`src/core/adcrt_cfg.svh`:
```
// Constants for the read-triggered converter control block.
// Assumes inclusion by core design files only.
`ifndef ADCRT_CFG_SVH
`define ADCRT_CFG_SVH

`define ADCRT_DONE_BIT        31
`define ADCRT_SAMPLE_W        16
`define ADCRT_SLOW_SEL_BIT    16
`define ADCRT_DIV_FAST        4
`define ADCRT_DIV_SLOW        16
`define ADCRT_CONV_CLOCKS     16

`endif

```
`src/core/adcrt_pkg.sv`:
```
// Types for the read-triggered converter control block.
// Assumes nothing of its surroundings.
package adcrt_pkg;
  typedef enum logic [1:0] {
    ADCRT_IDLE,
    ADCRT_START,
    ADCRT_BUSY
  } adcrt_state_t;
endpackage

```
`src/core/adcrt_clk_div.sv`:
```
// Converter clock enable generator: divides the reference tick by 4 or 16.
// Assumes ref_tick is one-cycle pulses synchronous to clk.
`timescale 1ns/100ps
`default_nettype none
`include "adcrt_cfg.svh"

module adcrt_clk_div #(
  parameter int DIV_FAST = `ADCRT_DIV_FAST,
  parameter int DIV_SLOW = `ADCRT_DIV_SLOW
) (
  input  wire logic clk,       // Bus clock
  input  wire logic rst,       // Synchronous reset, high
  input  wire logic ref_tick,  // Reference clock tick
  input  wire logic slow_sel,  // Divide by the slow ratio
  output logic      conv_tick  // Converter clock tick
);
  logic [7:0] cnt_q;
  logic [7:0] cnt_d;
  logic [7:0] last;
  logic       wrap;

  assign last  = slow_sel ? 8'(DIV_SLOW - 1) : 8'(DIV_FAST - 1);
  assign wrap  = ref_tick && (cnt_q >= last);
  assign cnt_d = !ref_tick ? cnt_q : (wrap ? 8'h00 : cnt_q + 8'h01);

  always_ff @(posedge clk) begin
    if (rst) begin
      cnt_q     <= 8'h00;
      conv_tick <= 1'b0;
    end else begin
      cnt_q     <= cnt_d;
      conv_tick <= wrap;
    end
  end
endmodule
`default_nettype wire

```
`src/core/adcrt_top.sv`:
```
// Read-triggered converter control: a result read starts a conversion.
// Assumes an analog front end that samples on start and offers data.
// Limitation: reads faster than the sample rate return stale samples.
`timescale 1ns/100ps
`default_nettype none
`include "adcrt_cfg.svh"

// What this block does
// - Reading the result register starts a new conversion.
// - Returned word holds the result and a converter status bit.
// - Reads during a conversion leave that conversion untouched.
// - Slow clock select is bit 16 of the clock divider register.
// - Converter clock is reference over 4, or over 16 when slow.
module adcrt_top #(
  parameter int CONV_CLOCKS = `ADCRT_CONV_CLOCKS,
  parameter int SAMPLE_W    = `ADCRT_SAMPLE_W
) (
  input  wire logic                clk,          // Bus clock, 200 MHz
  input  wire logic                rst,          // Synchronous reset, high
  input  wire logic                ref_tick,     // Reference clock tick
  input  wire logic [31:0]         clk_div_reg,  // Clock divider register
  input  wire logic                result_rd,    // Result register read strobe
  input  wire logic [SAMPLE_W-1:0] adc_data,     // Analog front end sample
  output logic      [31:0]         result_rdata, // Read data, one cycle later
  output logic                     conv_start,   // Sample and hold pulse
  output logic                     conv_busy,    // Conversion in progress
  output logic                     conv_tick_o   // Converter clock tick
);
  // Decoded control
  logic                    slow_clock_select;
  logic                    conv_tick;
  logic                    in_idle;
  logic                    in_busy;
  logic                    take_start;
  logic                    last_tick;
  logic                    conv_end;

  // Sequencer state and converter tick count
  adcrt_pkg::adcrt_state_t state_q;
  adcrt_pkg::adcrt_state_t state_d;
  logic [7:0]              tick_last;
  logic [7:0]              tick_inc;
  logic [7:0]              tick_cnt_q;
  logic [7:0]              tick_cnt_d;

  // Captured sample and completion status
  logic [SAMPLE_W-1:0]     sample_q;
  logic [SAMPLE_W-1:0]     sample_d;
  logic                    done_q;
  logic                    done_d;

  // Returned word and its fields
  logic                    rd_status;
  logic [30-SAMPLE_W:0]    rd_pad;
  logic [SAMPLE_W-1:0]     rd_sample;
  logic [31:0]             rd_word;

  // Output flip-flops
  logic [31:0]             rdata_q;
  logic [31:0]             rdata_d;
  logic                    start_q;
  logic                    start_d;
  logic                    busy_q;
  logic                    busy_d;
  logic                    tick_q;
  logic                    tick_d;

  assign slow_clock_select = clk_div_reg[`ADCRT_SLOW_SEL_BIT];

  // Divider ratios stay fixed; only the select moves at run time
  adcrt_clk_div #(
    .DIV_FAST (`ADCRT_DIV_FAST),
    .DIV_SLOW (`ADCRT_DIV_SLOW)
  ) u_div (
    .clk       (clk),
    .rst       (rst),
    .ref_tick  (ref_tick),
    .slow_sel  (slow_clock_select),
    .conv_tick (conv_tick)
  );

  assign in_idle    = (state_q == adcrt_pkg::ADCRT_IDLE);
  assign in_busy    = (state_q == adcrt_pkg::ADCRT_BUSY);

  // Reads while busy are ignored so the running conversion stays intact
  assign take_start = result_rd && in_idle;

  // Conversion length counted in converter ticks while busy
  assign tick_last  = 8'(CONV_CLOCKS - 1);
  assign tick_inc   = tick_cnt_q + 8'h01;
  assign last_tick  = (tick_cnt_q == tick_last);
  assign conv_end   = in_busy && conv_tick && last_tick;
  assign tick_cnt_d = !in_busy ? 8'h00 : (conv_tick ? tick_inc : tick_cnt_q);

  // Sequencer: idle, one start cycle for the hold, then busy to the last tick
  always_comb begin
    state_d = state_q;
    case (state_q)
      adcrt_pkg::ADCRT_IDLE: begin
        if (take_start) begin
          state_d = adcrt_pkg::ADCRT_START;
        end
      end
      adcrt_pkg::ADCRT_START: begin
        state_d = adcrt_pkg::ADCRT_BUSY;
      end
      adcrt_pkg::ADCRT_BUSY: begin
        if (conv_end) begin
          state_d = adcrt_pkg::ADCRT_IDLE;
        end
      end
      default: begin
        state_d = adcrt_pkg::ADCRT_IDLE;
      end
    endcase
  end

  // Word returned to software: status on top, sample in the low halfword
  assign rd_status = done_q;
  assign rd_pad    = '0;
  assign rd_sample = sample_q;
  assign rd_word   = {rd_status, rd_pad, rd_sample};
  assign rdata_d   = result_rd ? rd_word : rdata_q;

  // Sample moves only when a conversion ends
  assign sample_d  = conv_end ? adc_data : sample_q;

  // Done clears on a triggering read so polling sees fresh status; set wins
  always_comb begin
    done_d = done_q;
    if (conv_end) begin
      done_d = 1'b1;
    end else if (take_start) begin
      done_d = 1'b0;
    end
  end

  // Next values of the output flip-flops
  assign start_d   = take_start;
  assign busy_d    = (state_d != adcrt_pkg::ADCRT_IDLE);
  assign tick_d    = conv_tick;

  // Sequencer registers
  always_ff @(posedge clk) begin
    if (rst) begin
      state_q <= adcrt_pkg::ADCRT_IDLE;
    end else begin
      state_q <= state_d;
    end
  end

  always_ff @(posedge clk) begin
    if (rst) begin
      tick_cnt_q <= 8'h00;
    end else begin
      tick_cnt_q <= tick_cnt_d;
    end
  end

  // Result registers
  always_ff @(posedge clk) begin
    if (rst) begin
      sample_q <= '0;
    end else begin
      sample_q <= sample_d;
    end
  end

  always_ff @(posedge clk) begin
    if (rst) begin
      done_q <= 1'b0;
    end else begin
      done_q <= done_d;
    end
  end

  always_ff @(posedge clk) begin
    if (rst) begin
      rdata_q <= 32'h00000000;
    end else begin
      rdata_q <= rdata_d;
    end
  end

  // Output registers
  always_ff @(posedge clk) begin
    if (rst) begin
      start_q <= 1'b0;
    end else begin
      start_q <= start_d;
    end
  end

  always_ff @(posedge clk) begin
    if (rst) begin
      busy_q <= 1'b0;
    end else begin
      busy_q <= busy_d;
    end
  end

  always_ff @(posedge clk) begin
    if (rst) begin
      tick_q <= 1'b0;
    end else begin
      tick_q <= tick_d;
    end
  end

  // Outputs straight from flip-flops
  assign result_rdata = rdata_q;
  assign conv_start   = start_q;
  assign conv_busy    = busy_q;
  assign conv_tick_o  = tick_q;
endmodule
`default_nettype wire

```
`config.mk`:
```
export PLATFORM = sky130hd
export DESIGN_NAME = adcrt_top
export DESIGN_NICKNAME = d
export VERILOG_FILES = /design/src/core/adcrt_pkg.sv /design/src/core/adcrt_clk_div.sv /design/src/core/adcrt_top.sv
export VERILOG_INCLUDE_DIRS = /design/src /design/src/core
export SDC_FILE = /design/constraint.sdc
export NUM_CORES = 1
export LEC_CHECK = 0
export ABC_AREA = 0
export BUFFER_PORTS_ARGS = -buffer_cell sky130_fd_sc_hd__buf_2
export CORE_ASPECT_RATIO = 1.75
export CORE_MARGIN = 3
export CORE_UTILIZATION = 50
export DETAILED_ROUTE_END_ITERATION = 8
export PLACE_DENSITY = 0.8
export SYNTH_ARGS = -nofsm -noshare
export SYNTH_HDL_FRONTEND = slang
export SYNTH_HIERARCHICAL = 1
export SYNTH_SLANG_ARGS = --single-unit
```
`constraint.sdc`:
```
create_clock -name clk -period 4.3 [get_ports clk]
set_input_delay 0.645 -clock clk [delete_from_list [all_inputs] [get_ports clk]]
set_output_delay 0.645 -clock clk [all_outputs]
set_load 0.02 [all_outputs]
```
==> flow_summary.ini <==
[worst_setup_path]
critical-path-top-delay-family = simple AND/OR/NAND/NOR gates
slowest_delay_ps = 790
reg2regPathDepth = 4
path_max_fanout = 17
cp-end-kind = flop
crit_chain = ha_1 > nand4_1 > nor3_1 > o22ai_1
regToRegSetupSlack_ps = 2120
path_buf_inv = 0
timing.rr.start = tick_cnt_q[0]
r2r_end = state_q[1]
cp.required_ps = 4460
startpoint_type = flop
cp.arrival_ps = 2340
path_class = flop to flop
cp_slowest_cell = nand4_1

[run]
max_cap_violations = 0

[cells_and_area]
final_nets = 348
final_cells = 345
layout_commonest_cell = dfxtp_1
drive_gt1_frac = 0.218
mostFrequentLayoutCells = 56 x dfxtp_1, 40 x buf_2, 26 x nor2_1
num_antenna_cells = 0
utilization = 0.577
synthToLayoutAreaGrowth_pct = 9.09
nFillCells = 442

[sta]
tns_ps = 0
worst_pin_slew_ps = 984
fin_skew_ps = 15.1
drv_slew = 0
timing.fmax_ghz = 0.458
worst_slack_ps = 2120
setup-violations-final = 0
finalCritPeriodShare = 0.508
min_period_ps = 2180
rsz0062_at_grt = false
finalHoldViolCount = 0
hold_ws_ps = 467
relSlewSlack = 0.342

[routing]
dr.pass1.iters = 4
routed_wl_mm = 5.10
remaining_drc_errors = 0
ant_nets = 0
wl_per_cell_um = 14.8
viasPerCell = 5.81
vias = 2005
drt_iter0_markers = 70

[clock_network]
clockBufferDepth = 2
cts_sinks = 56
cts_resized = 0
worstSkewPairLatency_ps = 310
cts_tree = built
path_clk_slew_ps = 90
cts_hold_buffers = 0
cts_buffers = 5
cts.htree.levels = 2
root_buffer = clkbuf_8
post_cts_buffers = 0

[synthesis]
async_flop_share = 0
ys_ff_latch = 56
syn_inst = 265
yosys.area.top_type = dfxtp_1
yosysWarnings = 6
synth_top_area_frac = 0.442
synth.distinct_cells = 43
syn_avg_cell_area_um2 = 9.56
netlist_area_um2 = 2530
yosys_most_used_dff = dfxtp_1
seq_area_frac_synth = 0.442
yosys-top-cells-area = dfxtp_1 44%, mux2i_1 7.1%, nand4_1 5.2%, a21oi_1 4.9%, o31ai_2 4.9%
synth_edf_count = 0

[floorplanning]
die_width_um = 59.8
fp.dieH_um = 100
row_count = 33
dieArea_um2 = 5990
fp.coreArea_um2 = 4790
num_io_pins = 87
start_util = 0.529

[global_routing]
grt-ovfl-total = 0
grt_max_degree = 42
grt_pass1_vias = 1924
gr-max-usage-layer = met2
antenna_found_initial = 0
met1_usage = 0.206
grt_pass1_wl_mm = 8.58
use_met3 = 0.0528
grtUsageTotal = 0.181
use_met2 = 0.303

[placement]
dpl.cell_count = 337
preCtsSetupSlack_ps = 2090
io_buffer_count = 40
place_congestion = 0.805
dp_hpwl_mm = 3.57

[power_and_ir_drop]
peakVddDrop_v = 0.000234
powerDensity_nw_per_um2 = 343
p_leak_nw = 1.11

[min_path]
min_to = done_q
hold_depth = 2
hold_path_class = flop to flop
worst_hold_startpoint = done_q

[outcome]
status = finished clean
metrics by stage:
step	cell area [um^2]	total power (W)
global route	2760	0.000994
detailed placement	2640	0.000605
global placement	2640	0.000604
CTS	2760	0.000958
floorplan	2590	0.000597
finish	2760	0.000949
synth_stat cells (2+ instances only):
| cell | count |
|---|---|
| a211oi_1 | 2 |
| a21oi_1 | 25 |
| a31oi_1 | 2 |
| and3_1 | 2 |
| and4_1 | 3 |
| buf_2 | 8 |
| buf_4 | 15 |
| clkbuf_1 | 10 |
| dfxtp_1 | 56 |
| ha_1 | 4 |
| inv_1 | 3 |
| mux2i_1 | 18 |
| nand2_1 | 6 |
| nand2b_1 | 6 |
| nand3_1 | 4 |
| nand4_1 | 21 |
| nand4b_1 | 2 |
| nor2_1 | 26 |
| nor2b_1 | 4 |
| o21ai_0 | 4 |
| o22ai_1 | 2 |
| o31ai_1 | 7 |
| o31ai_2 | 10 |
| or3_1 | 3 |
| or4_1 | 2 |
| xnor2_1 | 2 |
| xor2_1 | 2 |
layer usage:
layer / part of all wire / routed length [um] / vias up
met3: 0.062 / 316 / 8
met5: 0 / 0 / -
li1: - / - / 986
met2: 0.53 / 2710 / 68
met4: 0.012 / 63 / 0
met1: 0.40 / 2020 / 943
worst reg2reg max path: stages, from the launching register on:
cell     delay, ps
dfxtp_1        380
ha_1           220
nand4_1        790
nor3_1         530
o22ai_1        140
cells by family after synthesis:
family / synth area share
compound gates: 0.169
xor+xnor: 0.0138
fa+ha+maj: 0.0198
buf+inv: 0.0899
flops: 0.442
mux: 0.0711
other cells: 0.00148
simple gates: 0.192
registers in the layout, indices dropped and copies added (netlist names):
name and count:
u_div/conv_tick 1, conv_busy 1, conv_start 1, tick_cnt_q 8, u_div/cnt_q 8, result_rdata 17, done_q 1, conv_tick_o 1
state_q 2, rd_sample 16
how the worst max path moves through the flow:
stage	from	to	slack [ps]	cells past startpoint
finish	tick_cnt_q[0]	state_q[1]	2120	4
global route	tick_cnt_q[0]	state_q[1]	1860	4
CTS	tick_cnt_q[0]	state_q[1]	2070	4
detailed placement	tick_cnt_q[0]	state_q[1]	2090	4
global placement	tick_cnt_q[0]	state_q[1]	2180	4
floorplan	clk_div_reg[16]	u_div/cnt_q[5]	2700	5
layout make-up:
type,count,area [um^2],share of cell area
clock buffers,6,82.6,0.0299
clock inverters,2,38.8,0.0140
inverters,3,11.3,0.00407
multi-input cells,185,1240,0.448
flip-flops and latches,56,1120,0.406
well taps,52,65.1,0.0235
repair buffers,41,208,0.0751
where the power goes:
group | switching [W] | total (W) | leakage [nW] | internal, W
registers | 0.00000458 | 0.000528 | 0.452 | 0.000523
clock network | 0.000166 | 0.000356 | 0.0614 | 0.000191
logic | 0.0000461 | 0.0000651 | 0.597 | 0.0000190
Note: power is estimated with default switching activity, not from simulation.
